$ cat src/rtl/pamon_pkg.sv
/*
 * Constants of the PA average power monitor: register addresses, field
 * positions, reset values and PA clock period factors.
 * Assumes an 8-bit register port with 12-bit addresses.
 */
package pamon_pkg;
    localparam int          PAMON_NDAC          = 2;
    localparam int          PAMON_AW            = 12;
    localparam int          PAMON_DW            = 8;
    localparam int          PAMON_PWR_W         = 13;
    localparam int          PAMON_TOP_BITS      = 6;
    localparam int          PAMON_LONG_BASE     = 9;

    localparam logic [11:0] PAMON_A_PAGE        = 12'h008;
    localparam logic [11:0] PAMON_A_RAMP_ENA    = 12'h581;
    localparam logic [11:0] PAMON_A_LLIM_LO     = 12'h583;
    localparam logic [11:0] PAMON_A_LLIM_HI     = 12'h584;
    localparam logic [11:0] PAMON_A_LCTRL       = 12'h585;
    localparam logic [11:0] PAMON_A_LPWR_LO     = 12'h586;
    localparam logic [11:0] PAMON_A_LPWR_HI     = 12'h587;
    localparam logic [11:0] PAMON_A_SLIM_LO     = 12'h588;
    localparam logic [11:0] PAMON_A_SLIM_HI     = 12'h589;
    localparam logic [11:0] PAMON_A_SCTRL       = 12'h58A;
    localparam logic [11:0] PAMON_A_SPWR_LO     = 12'h58B;
    localparam logic [11:0] PAMON_A_SPWR_HI     = 12'h58C;

    localparam int          PAMON_B_ON          = 7;
    localparam int          PAMON_B_SHORT_RAMP  = 7;
    localparam int          PAMON_B_LONG_RAMP   = 6;
    localparam int          PAMON_HI_W          = 5;
    localparam int          PAMON_LEXP_W        = 4;
    localparam int          PAMON_SEXP_W        = 2;
    localparam int          PAMON_PAGE_W        = 2;

    localparam logic [1:0]  PAMON_PAGE_RST      = 2'h1;
    localparam logic        PAMON_RAMP_RST      = 1'b1;
    localparam logic        PAMON_ON_RST        = 1'b0;

    localparam logic [7:0]  PAMON_PER_MAIN_K    = 8'h04;
    localparam logic [7:0]  PAMON_PER_CHAN_K    = 8'h08;
    localparam logic [7:0]  PAMON_PER_BYPASS    = 8'h20;
endpackage

$ cat src/rtl/pamon_top.sv
/*
 * PA average power monitor for the main DAC datapaths: squares the top bits
 * of I and Q, averages over a long and a short window, compares with limits
 * and requests a soft off. Per-DAC copies selected by the page register.
 * Assumes mclk is the DAC sample clock, one I/Q sample per DAC per cycle when
 * sample_valid is high, and interpolation settings from same-clock logic.
 */
`timescale 1ns/1ps
module pamon_top
    import pamon_pkg::*;
#(
    parameter int SAMPLE_W = 16
) (
    input  wire logic                      mclk,
    input  wire logic                      rstn,
    input  wire logic [PAMON_AW-1:0]       reg_addr,
    input  wire logic                      reg_wr,
    input  wire logic                      reg_rd,
    input  wire logic [PAMON_DW-1:0]       reg_wdata,
    output logic      [PAMON_DW-1:0]       reg_rdata,
    input  wire logic [3:0]                main_interp,
    input  wire logic [3:0]                chan_interp,
    input  wire logic                      sample_valid,
    input  wire logic [SAMPLE_W-1:0]       sample_i [PAMON_NDAC],
    input  wire logic [SAMPLE_W-1:0]       sample_q [PAMON_NDAC],
    output logic      [PAMON_NDAC-1:0]     long_error,
    output logic      [PAMON_NDAC-1:0]     short_error,
    output logic      [PAMON_NDAC-1:0]     soft_off_req
);
    localparam int ACC_W = 12 + PAMON_LONG_BASE + 15;

    logic [PAMON_PAGE_W-1:0] converter_page_select_r;
    logic [PAMON_NDAC-1:0]   long_error_ramp_down_on_r;
    logic [PAMON_NDAC-1:0]   short_error_ramp_down_on_r;
    logic [PAMON_NDAC-1:0]   long_window_monitor_on_r;
    logic [PAMON_NDAC-1:0]   short_window_monitor_on_r;
    logic [PAMON_LEXP_W-1:0] long_window_exponent_r [PAMON_NDAC];
    logic [PAMON_SEXP_W-1:0] short_window_exponent_r [PAMON_NDAC];
    logic [PAMON_PWR_W-1:0]  long_window_limit_r [PAMON_NDAC];
    logic [PAMON_PWR_W-1:0]  short_window_limit_r [PAMON_NDAC];
    logic [PAMON_PWR_W-1:0]  long_window_power_readback_r [PAMON_NDAC];
    logic [PAMON_PWR_W-1:0]  short_window_power_readback_r [PAMON_NDAC];
    logic [ACC_W-1:0]        long_acc_r [PAMON_NDAC];
    logic [23:0]             long_cnt_r [PAMON_NDAC];
    logic [2:0]              short_cnt_r [PAMON_NDAC];
    logic [7:0]              tick_cnt_r;
    logic [7:0]              pa_period;
    logic                    pa_tick;
    logic [11:0]             inst_power [PAMON_NDAC];
    logic [PAMON_NDAC-1:0]   long_end;
    logic [PAMON_NDAC-1:0]   short_end;
    logic [ACC_W-1:0]        long_sum [PAMON_NDAC];
    logic [PAMON_PWR_W-1:0]  long_avg [PAMON_NDAC];
    logic [4:0]              long_shift [PAMON_NDAC];
    logic                    rd_dac;

    // pa clock period in dac clocks, from interpolation settings
    always_comb begin
        if (main_interp > 4'h1) begin
            pa_period = PAMON_PER_MAIN_K * {4'h0, main_interp};
        end else if (chan_interp > 4'h1) begin
            pa_period = PAMON_PER_CHAN_K * {4'h0, main_interp};
        end else begin
            pa_period = PAMON_PER_BYPASS;
        end
    end

    assign pa_tick = (tick_cnt_r >= pa_period - 8'h01);

    // >= so a period shrinking mid-count cannot strand the divider
    always_ff @(posedge mclk or negedge rstn) begin
        if (!rstn) begin
            tick_cnt_r <= 8'h00;
        end else if (pa_tick) begin
            tick_cnt_r <= 8'h00;
        end else begin
            tick_cnt_r <= tick_cnt_r + 8'h01;
        end
    end

    // cycles since a bypass tick; a counter keeps the period check cheap to unroll
    logic       byp_mode;
    logic [7:0] byp_gap_r;
    assign byp_mode = (main_interp <= 4'h1) && (chan_interp <= 4'h1);

    always_ff @(posedge mclk or negedge rstn) begin
        if (!rstn) begin
            byp_gap_r <= 8'h00;
        end else if (!byp_mode) begin
            byp_gap_r <= 8'h00;
        end else if (pa_tick) begin
            byp_gap_r <= 8'h01;
        end else if (byp_gap_r != 8'h00 && byp_gap_r != 8'hFF) begin
            byp_gap_r <= byp_gap_r + 8'h01;
        end
    end

    // power is decimated to one sample per pa clock, the unregistered square sum feeds the sums
    genvar g;
    generate
        for (g = 0; g < PAMON_NDAC; g++) begin : g_dac
            logic signed [PAMON_TOP_BITS-1:0] i_top;
            logic signed [PAMON_TOP_BITS-1:0] q_top;
            logic signed [11:0]               i_sq;
            logic signed [11:0]               q_sq;
            assign i_top = sample_i[g][SAMPLE_W-1 -: PAMON_TOP_BITS];
            assign q_top = sample_q[g][SAMPLE_W-1 -: PAMON_TOP_BITS];
            assign i_sq  = i_top * i_top;
            assign q_sq  = q_top * q_top;
            assign inst_power[g] = sample_valid ? 12'(i_sq + q_sq) : 12'h000;
            assign long_shift[g] = 5'(PAMON_LONG_BASE) + {1'b0, long_window_exponent_r[g]};
            assign long_end[g]   = pa_tick && long_window_monitor_on_r[g]
                                 && (long_cnt_r[g] == 24'((25'h1 << long_shift[g]) - 25'h1));
            assign short_end[g]  = pa_tick && short_window_monitor_on_r[g]
                                 && (short_cnt_r[g] == 3'((4'h1 << short_window_exponent_r[g]) - 4'h1));
            assign long_sum[g]   = long_acc_r[g] + ACC_W'(inst_power[g]);
            assign long_avg[g]   = PAMON_PWR_W'(long_sum[g] >> long_shift[g]);
        end
    endgenerate

    // accumulators are kept narrow: short sum holds raw power of up to 8 ticks
    logic [14:0] short_full_r [PAMON_NDAC];

    always_ff @(posedge mclk or negedge rstn) begin
        if (!rstn) begin
            for (int d = 0; d < PAMON_NDAC; d++) begin
                long_acc_r[d]   <= '0;
                long_cnt_r[d]   <= 24'h000000;
                short_full_r[d] <= 15'h0000;
                short_cnt_r[d]  <= 3'h0;
            end
        end else begin
            for (int d = 0; d < PAMON_NDAC; d++) begin
                if (!long_window_monitor_on_r[d]) begin
                    long_acc_r[d] <= '0;
                    long_cnt_r[d] <= 24'h000000;
                end else if (pa_tick) begin
                    long_acc_r[d] <= long_end[d] ? '0 : long_sum[d];
                    long_cnt_r[d] <= long_end[d] ? 24'h000000 : long_cnt_r[d] + 24'h000001;
                end
                if (!short_window_monitor_on_r[d]) begin
                    short_full_r[d] <= 15'h0000;
                    short_cnt_r[d]  <= 3'h0;
                end else if (pa_tick) begin
                    short_full_r[d] <= short_end[d] ? 15'h0000 : short_full_r[d] + {3'h0, inst_power[d]};
                    short_cnt_r[d]  <= short_end[d] ? 3'h0 : short_cnt_r[d] + 3'h1;
                end
            end
        end
    end

    logic [14:0]            short_tot [PAMON_NDAC];
    logic [PAMON_PWR_W-1:0] short_avg_t [PAMON_NDAC];
    always_comb begin
        for (int d = 0; d < PAMON_NDAC; d++) begin
            short_tot[d]   = short_full_r[d] + {3'h0, inst_power[d]};
            short_avg_t[d] = PAMON_PWR_W'(short_tot[d] >> short_window_exponent_r[d]);
        end
    end

    // readback refreshes only at window end; error flags update there and clear while the monitor is off
    always_ff @(posedge mclk or negedge rstn) begin
        if (!rstn) begin
            long_error  <= '0;
            short_error <= '0;
            for (int d = 0; d < PAMON_NDAC; d++) begin
                long_window_power_readback_r[d]  <= '0;
                short_window_power_readback_r[d] <= '0;
            end
        end else begin
            for (int d = 0; d < PAMON_NDAC; d++) begin
                if (!long_window_monitor_on_r[d]) begin
                    long_error[d] <= 1'b0;
                end else if (long_end[d]) begin
                    long_window_power_readback_r[d] <= long_avg[d];
                    long_error[d] <= (long_avg[d] > long_window_limit_r[d]);
                end
                if (!short_window_monitor_on_r[d]) begin
                    short_error[d] <= 1'b0;
                end else if (short_end[d]) begin
                    short_window_power_readback_r[d] <= short_avg_t[d];
                    short_error[d] <= (short_avg_t[d] > short_window_limit_r[d]);
                end
            end
        end
    end

    always_ff @(posedge mclk or negedge rstn) begin
        if (!rstn) begin
            soft_off_req <= '0;
        end else begin
            soft_off_req <= (long_error & long_error_ramp_down_on_r)
                          | (short_error & short_error_ramp_down_on_r);
        end
    end

    // writes go to every paged copy whose page bit is set
    always_ff @(posedge mclk or negedge rstn) begin
        if (!rstn) begin
            converter_page_select_r    <= PAMON_PAGE_RST;
            long_error_ramp_down_on_r  <= {PAMON_NDAC{PAMON_RAMP_RST}};
            short_error_ramp_down_on_r <= {PAMON_NDAC{PAMON_RAMP_RST}};
            long_window_monitor_on_r   <= {PAMON_NDAC{PAMON_ON_RST}};
            short_window_monitor_on_r  <= {PAMON_NDAC{PAMON_ON_RST}};
            for (int d = 0; d < PAMON_NDAC; d++) begin
                long_window_exponent_r[d]  <= '0;
                short_window_exponent_r[d] <= '0;
                long_window_limit_r[d]     <= '0;
                short_window_limit_r[d]    <= '0;
            end
        end else if (reg_wr) begin
            if (reg_addr == PAMON_A_PAGE) begin
                converter_page_select_r <= reg_wdata[PAMON_PAGE_W-1:0];
            end
            for (int d = 0; d < PAMON_NDAC; d++) begin
                if (converter_page_select_r[d]) begin
                    if (reg_addr == PAMON_A_RAMP_ENA) begin
                        short_error_ramp_down_on_r[d] <= reg_wdata[PAMON_B_SHORT_RAMP];
                        long_error_ramp_down_on_r[d]  <= reg_wdata[PAMON_B_LONG_RAMP];
                    end else if (reg_addr == PAMON_A_LLIM_LO) begin
                        long_window_limit_r[d][7:0] <= reg_wdata;
                    end else if (reg_addr == PAMON_A_LLIM_HI) begin
                        long_window_limit_r[d][12:8] <= reg_wdata[PAMON_HI_W-1:0];
                    end else if (reg_addr == PAMON_A_LCTRL) begin
                        long_window_monitor_on_r[d] <= reg_wdata[PAMON_B_ON];
                        long_window_exponent_r[d]   <= reg_wdata[PAMON_LEXP_W-1:0];
                    end else if (reg_addr == PAMON_A_SLIM_LO) begin
                        short_window_limit_r[d][7:0] <= reg_wdata;
                    end else if (reg_addr == PAMON_A_SLIM_HI) begin
                        short_window_limit_r[d][12:8] <= reg_wdata[PAMON_HI_W-1:0];
                    end else if (reg_addr == PAMON_A_SCTRL) begin
                        short_window_monitor_on_r[d] <= reg_wdata[PAMON_B_ON];
                        short_window_exponent_r[d]   <= reg_wdata[PAMON_SEXP_W-1:0];
                    end
                end
            end
        end
    end

    // reads come from the lowest selected page
    assign rd_dac = !converter_page_select_r[0] && converter_page_select_r[1];

    always_ff @(posedge mclk or negedge rstn) begin
        if (!rstn) begin
            reg_rdata <= 8'h00;
        end else if (reg_rd) begin
            if (reg_addr == PAMON_A_PAGE) begin
                reg_rdata <= {6'h00, converter_page_select_r};
            end else if (reg_addr == PAMON_A_RAMP_ENA) begin
                reg_rdata <= {short_error_ramp_down_on_r[rd_dac], long_error_ramp_down_on_r[rd_dac], 6'h00};
            end else if (reg_addr == PAMON_A_LLIM_LO) begin
                reg_rdata <= long_window_limit_r[rd_dac][7:0];
            end else if (reg_addr == PAMON_A_LLIM_HI) begin
                reg_rdata <= {3'h0, long_window_limit_r[rd_dac][12:8]};
            end else if (reg_addr == PAMON_A_LCTRL) begin
                reg_rdata <= {long_window_monitor_on_r[rd_dac], 3'h0, long_window_exponent_r[rd_dac]};
            end else if (reg_addr == PAMON_A_LPWR_LO) begin
                reg_rdata <= long_window_power_readback_r[rd_dac][7:0];
            end else if (reg_addr == PAMON_A_LPWR_HI) begin
                reg_rdata <= {3'h0, long_window_power_readback_r[rd_dac][12:8]};
            end else if (reg_addr == PAMON_A_SLIM_LO) begin
                reg_rdata <= short_window_limit_r[rd_dac][7:0];
            end else if (reg_addr == PAMON_A_SLIM_HI) begin
                reg_rdata <= {3'h0, short_window_limit_r[rd_dac][12:8]};
            end else if (reg_addr == PAMON_A_SCTRL) begin
                reg_rdata <= {short_window_monitor_on_r[rd_dac], 5'h00, short_window_exponent_r[rd_dac]};
            end else if (reg_addr == PAMON_A_SPWR_LO) begin
                reg_rdata <= short_window_power_readback_r[rd_dac][7:0];
            end else if (reg_addr == PAMON_A_SPWR_HI) begin
                reg_rdata <= {3'h0, short_window_power_readback_r[rd_dac][12:8]};
            end else begin
                reg_rdata <= 8'h00;
            end
        end
    end

    chk_tick_spacing: assert property (@(posedge mclk) disable iff (!rstn)
        pa_tick |=> !pa_tick [*3]) else $error("pa tick spacing below four");
    chk_bypass_period: assert property (@(posedge mclk) disable iff (!rstn)
        byp_mode && byp_gap_r == PAMON_PER_BYPASS |-> pa_tick)
        else $error("bypass pa period not 32");
    chk_short_gate: assert property (@(posedge mclk) disable iff (!rstn)
        !short_window_monitor_on_r[0] |=> short_cnt_r[0] == 3'h0 && !short_error[0])
        else $error("short monitor active while off");
    chk_long_gate: assert property (@(posedge mclk) disable iff (!rstn)
        !long_window_monitor_on_r[0] |=> long_cnt_r[0] == 24'h000000 && !long_error[0])
        else $error("long monitor active while off");
    chk_long_compare: assert property (@(posedge mclk) disable iff (!rstn)
        long_end[0] |=> long_error[0] == ($past(long_avg[0]) > $past(long_window_limit_r[0])))
        else $error("long error disagrees with limit");
    chk_short_compare: assert property (@(posedge mclk) disable iff (!rstn)
        short_end[0] |=> short_error[0] == ($past(short_avg_t[0]) > $past(short_window_limit_r[0])))
        else $error("short error disagrees with limit");
    chk_readback_hold: assert property (@(posedge mclk) disable iff (!rstn)
        !long_end[0] |=> $stable(long_window_power_readback_r[0]))
        else $error("long readback changed mid window");
    chk_soft_off_long: assert property (@(posedge mclk) disable iff (!rstn)
        long_error[0] && long_error_ramp_down_on_r[0] |=> soft_off_req[0])
        else $error("long error did not request soft off");
    chk_soft_off_short: assert property (@(posedge mclk) disable iff (!rstn)
        short_error[1] && short_error_ramp_down_on_r[1] |=> soft_off_req[1])
        else $error("short error did not request soft off");
    chk_paged_read: assert property (@(posedge mclk) disable iff (!rstn)
        reg_rd && reg_addr == PAMON_A_SPWR_LO && converter_page_select_r == 2'h2
        |=> reg_rdata == $past(short_window_power_readback_r[1][7:0]))
        else $error("paged readback from wrong copy");
endmodule

$ cat config.mk
export PLATFORM = sky130hd
export DESIGN_NAME = pamon_top
export DESIGN_NICKNAME = d
export VERILOG_FILES = /design/src/rtl/pamon_pkg.sv /design/src/rtl/pamon_top.sv
export SDC_FILE = /design/constraint.sdc
export NUM_CORES = 1
export LEC_CHECK = 0
export ABC_AREA = 0
export BUFFER_PORTS_ARGS = -buffer_cell sky130_fd_sc_hd__buf_2
export CAP_MARGIN = 25
export CELL_PAD_IN_SITES_DETAIL_PLACEMENT = 1
export CELL_PAD_IN_SITES_GLOBAL_PLACEMENT = 2
export CORE_MARGIN = 4
export CORE_UTILIZATION = 30
export CTS_CLUSTER_SIZE = 25
export DETAILED_ROUTE_END_ITERATION = 10
export PLACE_DENSITY = 0.63
export SKIP_LAST_GASP = 1
export SYNTH_ARGS = -nofsm -noshare
export SYNTH_HDL_FRONTEND = slang
export SYNTH_SLANG_ARGS = --single-unit
$ cat constraint.sdc
create_clock -name mclk -period 4.3 [get_ports mclk]
set_input_delay 0.215 -clock mclk [delete_from_list [all_inputs] [get_ports mclk]]
set_output_delay 0.215 -clock mclk [all_outputs]
set_load 0.01 [all_outputs]
==> impl_metrics.ini, run 1 <==
[critical_path]
cp-start-kind = input pin
cp.arrival_ns = 8.49
timing.reg2reg.worst_path_depth = 18
crit_family = adder cells
critical_path_required_ns = 4.76
setup.worst_path.end_class = flop
timing.rr.end = long_error[1]$_DFFE_PN0P_
crit_slowest_cell = fa_1
critical_path.max_stage_delay_ns = 0.59
rrSetupSlack_ns = -0.24
crit_path_frequent_cell = fa_1
path_max_fanout = 5
crit_type = input pin to flop
r2r-start = long_acc_r[0]$_DFFE_PN0P_
worst-path-buf-inv = 8

[final_layout]
synthToLayoutAreaGrowth_pct = 35.3
drive_above_1_share_pct = 32.9
fin_util_pct = 41.1
layout_commonest_cell = buf_4
multiInputGateArea_um2 = 22300
final-seq-area_um2 = 7620
mostFrequentLayoutCells = 538 x buf_4, 365 x nand2_1, 297 x dfrtp_1, 222 x nor2_1, 219 x inv_1
fin_nets = 4309
nFillCells = 11000

[routing]
wl_um = 111000
first_pass_iters = 7
routedWlPerCell_um = 21.3
drtAntennaViolNets = 0
route.detailed.drc = 0
dr.first_iter.drc_count = 1549
viasPerCell = 5.28
dr_total_vias = 27500

[power]
switchingPower_w = 0.0107
swShare_pct = 41.7
p_leak_nw = 17.3
clkPwrFrac_pct = 13.8
ir_worst_vdd_mv = 0.654
pwr_density_cell_nw_per_um2 = 656
internal_power_w = 0.0150
pwr-share-comb_pct = 74.9
seqPwrFrac_pct = 11.3

[sta]
slew_viol_final = 0
rsz0062_at_grt = yes
hold_slack_ns = 0.0594
hold_viol = 0
worstMarginPinSlew_ns = 0.866
skew_ns = 0.0223
fin_crit_sh_pct = 187
fin_setup_tns_ns = -250.44
slew_headroom_pct = 40.8
setup_viol = 134
fmax_ghz = 0.124
fin_ws_ns = -3.74
period_needed_ns = 8.04

[yosys]
synth_area_per_cell_um2 = 8.60
yosys.area.top_type_share_pct = 25.8
synthSimpleGateAreaFrac_pct = 19.3
yosys-top-cells-area = dfrtp_1 26%, fa_1 8.3%, ha_1 7.7%
synth_xor_area_share_pct = 6.25
ys_warn_count = 0
yosysUniqueCellTypes = 108
seq_area_frac_synth_pct = 26.2
synth_cells = 3374
synth_top_family_by_area = simple AND/OR/NAND/NOR gates
synth.area.mux_share_pct = 8.28
synth_flop_cell = dfrtp_1
synthArstFlopShare_pct = 100
synth_area_um2 = 29000
synth_top_area_cell = dfrtp_1
synthAdderAreaFrac_pct = 16.0
synth-edff-count = 0
synth_compound_area_share_pct = 18.0
synth_seq_cells = 304

[clocking]
cts_buffers = 44
cts_tree = built
htreeDepth = 2
clockBufferDepth = 3
clock_latency_ns = 0.60
cts-root-buf = clkbuf_16
clkTransAtPathRegs_ns = 0.06
cts_sinks = 304

[run_status]
violations = setup timing
status = complete, but fails checks

[worst_hold_path]
hold-path-endpoint = long_window_limit_r[7]$_DFFE_PN0P_
hp-class = input pin to flop
holdPathStages = 3
min-delay-start = reg_wdata[7]

[grt]
grt_pass1_vias = 30300
antenna_found_initial = 6
grt_max_degree = 99
track_usage_pct = 21.4
overflow = 0
grt_pass1_wl_um = 176000

[placed_design]
gp_congestion = 0.885
numPortBuffers = 69
dp_hpwl_um = 85600
dp_slack_ns = -4.93

[die]
die_w_um = 319
row_count = 113
num_io_pins = 111
die_h_um = 319
design.core.area_um2 = 95400
dieArea_um2 = 102000
initial_core_util_pct = 30.4

[job]
max_cap_violations = 0
Yosys cell counts, types with 9 or more instances:
master / number
mux2_2: 108
nand2_1: 386
ha_1: 178
nor3_1: 55
o22ai_1: 35
o31ai_1: 26
nand4_1: 45
a31o_2: 9
clkbuf_1: 123
mux2i_1: 81
or2_2: 11
buf_2: 41
buf_1: 19
nand3_1: 119
a21boi_0: 9
a22o_1: 31
a21o_1: 35
nand2b_1: 32
mux4_2: 10
mux2_4: 10
o21a_1: 21
nor4_1: 23
nor2_1: 251
xor2_1: 88
dfrtp_1: 299
or3_1: 21
nor2b_1: 48
o21ai_1: 17
a221oi_1: 9
o211ai_1: 28
and3_1: 36
o21ai_0: 142
a31oi_1: 41
xnor2_1: 119
a211oi_1: 48
a21oi_1: 165
fa_1: 121
a211o_1: 13
and2_1: 83
inv_1: 232
repair_timing:
action	in CTS	in global routing
resized for setup	241	187
hold buffers	4	0
buffers inserted	66	54
endpoints found under the hold margin	99	0
gates cloned	1	0
pin swaps	161	120
endpoints found under the setup margin	135	142
power groups by stage:
stage	combinational (W)	sequential (W)	clock (W)
floorplan	0.00958	0.00296	0
global placement	0.0159	0.00297	0
detailed placement	0.0164	0.00297	0
CTS	0.0180	0.00292	0.00371
global route	0.0213	0.00292	0.00381
finish	0.0193	0.00292	0.00356
worst max-delay path by stage:
stage | from | endpoint | cells past startpoint
2_1_floorplan | sample_i[12] | long_error[1]$_DFFE_PN0P_ | 39
3_3_place_gp | sample_q[29] | long_error[0]$_DFFE_PN0P_ | 41
3_5_place_dp | sample_q[29] | long_error[0]$_DFFE_PN0P_ | 41
4_1_cts | sample_i[12] | long_error[1]$_DFFE_PN0P_ | 38
5_1_grt | sample_i[27] | long_error[0]$_DFFE_PN0P_ | 43
6_report | sample_q[27] | long_error[0]$_DFFE_PN0P_ | 39
registers in the layout, summed over array words and instances, names as in the netlist:
register,count
long_acc_r,72
long_cnt_r,48
short_full_r,30
long_window_limit_r,26
long_window_power_readback_r,26
short_window_limit_r,26
short_window_power_readback_r,26
long_window_exponent_r,8
reg_rdata,8
tick_cnt_r,8
short_cnt_r,6
short_window_exponent_r,4
converter_page_select_r,2
long_error,2
long_error_ramp_down_on_r,2
long_window_monitor_on_r,2
short_error,2
short_error_ramp_down_on_r,2
short_window_monitor_on_r,2
soft_off_req,2
through the flow:
step                      instance area, um2  instances  power (W)
after floorplan                        30000       3377     0.0125
after global placement                 35100       5038     0.0189
after CTS                              38200       5176     0.0246
final                                  39300       5213     0.0258
after global routing                   39300       5210     0.0281
after detailed placement               35100       5038     0.0194
metal layers:
metal | up-vias | track usage, % | share of wire (%)
met5 | - | 0 | 0.0099
met1 | 13900 | 30.3 | 48
li1 | 13000 | - | -
met4 | 2 | 4.40 | 2.0
met3 | 140 | 3.06 | 4.1
met2 | 491 | 35.0 | 46
cells by family (layout without fill, tap and decap cells):
family | count (synthesis) | after routing
AOI/OAI and AO/OA | 765 | 765
xor gates and xnor gates | 207 | 207
adders and majority gates | 299 | 299
buffers and inverters | 428 | 996
DFF | 304 | 304
muxes | 209 | 209
other | 1 | 7
and+or+nand+nor | 1161 | 1161
worst reg2reg max path: cells and delay by family, from the launching register on:
| kind | cells | cell delay [ns] |
|---|---|---|
| simple gates | 4 | 0.76 |
| fa+ha+maj | 3 | 0.96 |
| xor+xnor | 1 | 0.27 |
| buf+inv | 1 | 0.21 |
| flops | 1 | 0.39 |
| compound gates | 9 | 1.90 |
cell type report:
class,instances,area share [%]
clock inverter,16,0.335
tap,1265,4.03
sequential,304,19.4
multi-input combinational,2645,56.9
clock buffer,62,3.16
inverter,236,2.28
timing repair buffer,682,13.9
antenna,3,0.0191
(Power assumes the default switching activity.)
==> run 2: changes to the inputs <==
--- a/config.mk
+++ b/config.mk
@@ -5,7 +5,6 @@
 export SDC_FILE = /design/constraint.sdc
 export NUM_CORES = 1
 export LEC_CHECK = 0
-export ABC_AREA = 0
 export BUFFER_PORTS_ARGS = -buffer_cell sky130_fd_sc_hd__buf_2
 export CAP_MARGIN = 25
 export CELL_PAD_IN_SITES_DETAIL_PLACEMENT = 1
==> constraint.sdc (replaced) <==
create_clock -name mclk -period 4.3 [get_ports mclk]
set_input_delay 0 -clock mclk [delete_from_list [all_inputs] [get_ports mclk]]
set_output_delay 0 -clock mclk [all_outputs]
set_load 0.01 [all_outputs]
==> run 2 against run 1 <==
Net effect:
- the flow still finishes with violations (setup timing)
- clock-buffer cell count decreased by 6
- clock skew increased by 0.0029 ns
- non-clock buffer count decreased by 5
- register-to-register slack improved by 0.03 ns
- critical path type unchanged
- critical endpoint is now long_error[1]$_DFFE_PN0P_
- largest power group unchanged
==> impl_metrics.ini, run 2 (synthesized netlist as in run 1, its figures left out) <==
[run_status]
status = complete, but fails checks
violations = setup timing

[routing]
drtAntennaViolNets = 0
routedWlPerCell_um = 21.4
wl_um = 111000
route.detailed.drc = 0
dr.first_iter.drc_count = 1393
first_pass_iters = 5
dr_total_vias = 27600
viasPerCell = 5.30

[die]
num_io_pins = 111
die_h_um = 319
dieArea_um2 = 102000
row_count = 113
die_w_um = 319
initial_core_util_pct = 30.4
design.core.area_um2 = 95400

[clocking]
clkTransAtPathRegs_ns = 0.06
clock_latency_ns = 0.61
cts_tree = built
cts_buffers = 42
clockBufferDepth = 3
htreeDepth = 2
cts-root-buf = clkbuf_16
cts_sinks = 304

[grt]
antenna_found_initial = 1
track_usage_pct = 21.4
grt_pass1_vias = 30100
overflow = 0
grt_pass1_wl_um = 175000
grt_max_degree = 97

[critical_path]
critical_path_required_ns = 4.82
crit_path_frequent_cell = fa_1
cp.arrival_ns = 8.33
worst-path-buf-inv = 3
critical_path.max_stage_delay_ns = 0.53
crit_family = adder cells
path_max_fanout = 8
path_depth = 39
timing.rr.end = long_error[1]$_DFFE_PN0P_
crit_type = input pin to flop
timing.reg2reg.worst_path_depth = 22
setup.worst_path.end_class = flop
crit_slowest_cell = fa_1
rrSetupSlack_ns = -0.21
cp-start-kind = input pin
startpoint = sample_q[12]
r2r-start = long_acc_r[0]$_DFFE_PN0P_
crit_path_end = long_error[1]$_DFFE_PN0P_

[worst_hold_path]
hp-class = input pin to asynchronous set/reset pin

[sta]
fmax_ghz = 0.128
slew_headroom_pct = 31.9
fin_ws_ns = -3.50
fin_crit_sh_pct = 181
setup_viol = 130
hold_viol = 0
worstMarginPinSlew_ns = 0.996
skew_ns = 0.0252
rsz0062_at_grt = yes
slew_viol_final = 0
period_needed_ns = 7.80

[final_layout]
top_regs = long_acc_r x72, long_cnt_r x48, short_full_r x30
fin_util_pct = 41.4
synthToLayoutAreaGrowth_pct = 36.0
fin_nets = 4302
largest_register_ffs = 72
largest_register = long_acc_r
drive_above_1_share_pct = 32.9
layout_commonest_cell = buf_4
nFillCells = 10900
mostFrequentLayoutCells = 534 x buf_4, 365 x nand2_1, 297 x dfrtp_1, 220 x inv_1, 219 x nor2_1

[power]
p_leak_nw = 17.2
pwr_density_cell_nw_per_um2 = 664
ir_worst_vdd_mv = 0.706

[placed_design]
gp_congestion = 0.895
dp_slack_ns = -4.48
dp_hpwl_um = 84900
numPortBuffers = 69

[job]
max_cap_violations = 0
-- run 2: cell types whose count changed in the layout (fill, tap and decap cells not counted), moves of 4 or more --
cell,before,now
clkinv_2,9,4
buf_4,538,534
o21ai_0,83,95
buf_6,68,63
ha_4,25,33
xnor2_2,19,14
ha_1,150,144
bufinv_16,1,5
dlygate4sd3_1,4,12
o21ai_1,51,44
o21ai_2,19,13
clkbuf_1,11,7
-- run 2: stage by stage --
stage          hold slack (ns)  total power [W]  instance area [um2]  setup TNS, ns  instances
6_report                0.0521           0.0262                39500        -220.33       5200
5_1_grt                  0.120           0.0284                39500        -246.76       5198
4_1_cts                 0.0566           0.0245                38300        -215.43       5168
3_5_place_dp             0.132           0.0194                35000        -328.06       5023
3_3_place_gp             0.103           0.0189                35000        -311.20       5023
2_1_floorplan           -0.296           0.0125                30000        -224.97       3377
-- run 2: timing repair --
item / 4_1_cts / 5_1_grt
setup buffers: 72 / 44
resized for setup: 246 / 186
endpoints found under the setup margin: 133 / 136
endpoints found under the hold margin: 153 / 0
pin swaps: 178 / 147
cloned: 0 / 0
hold buffers: 12 / 0
-- run 2: cell type report --
cell class	instances	area [um2]	share of cell area, %
inverters	236	895	2.27
clock inverters	15	219	0.555
diodes	2	5.00	0.0127
well taps	1265	1580	4.01
clock buffers	56	1180	3.00
repair buffers	677	5410	13.7
flip-flops and latches	304	7620	19.3
multi-input cells	2645	22600	57.1
-- run 2: layer usage --
metal	part of all wire (%)	global-route usage, %	wire length (um)
met2	47	35.2	52100
met5	0	0	0
met1	48	29.9	53000
met3	3.6	3.24	4000
met4	1.7	4.29	1890
-- run 2: where the power goes --
| group | total [W] | internal (W) | switching [W] |
|---|---|---|---|
| registers | 0.00292 | 0.00289 | 0.0000291 |
| logic | 0.0196 | 0.0104 | 0.00924 |
| clock network | 0.00369 | 0.00223 | 0.00146 |
-- run 2: worst min-delay path by stage --
stage	end	slack (ns)	depth (start not counted)
6_report	long_cnt_r[9]$_DFFE_PN0P_	0.05	2
4_1_cts	reg_rdata[0]$_DFFE_PN0P_	0.06	7
2_1_floorplan	converter_page_select_r[1]$_DFFE_PN0P_	-0.30	0
5_1_grt	long_cnt_r[9]$_DFFE_PN0P_	0.12	2
3_3_place_gp	long_cnt_r[3]$_DFFE_PN0P_	0.10	1
3_5_place_dp	long_cnt_r[5]$_DFFE_PN0P_	0.13	1
-- run 2: worst register-to-register path, stage by stage, from the launching register on --
cell       delay, ns
dfrtp_1         0.38
ha_1            0.23
fa_1            0.43
a211oi_1        0.29
o21ai_2         0.15
o21ai_4         0.37
buf_4           0.20
a21oi_4         0.07
a211o_1         0.31
o211ai_1        0.08
buf_4           0.16
mux2i_4         0.08
buf_4           0.15
a21o_1          0.19
a21o_1          0.24
ha_4            0.29
a21oi_1         0.07
nor2b_1         0.10
o21ai_0         0.07
o211ai_1        0.09
o2111ai_1       0.13
a211o_1         0.27
nand2_1         0.09
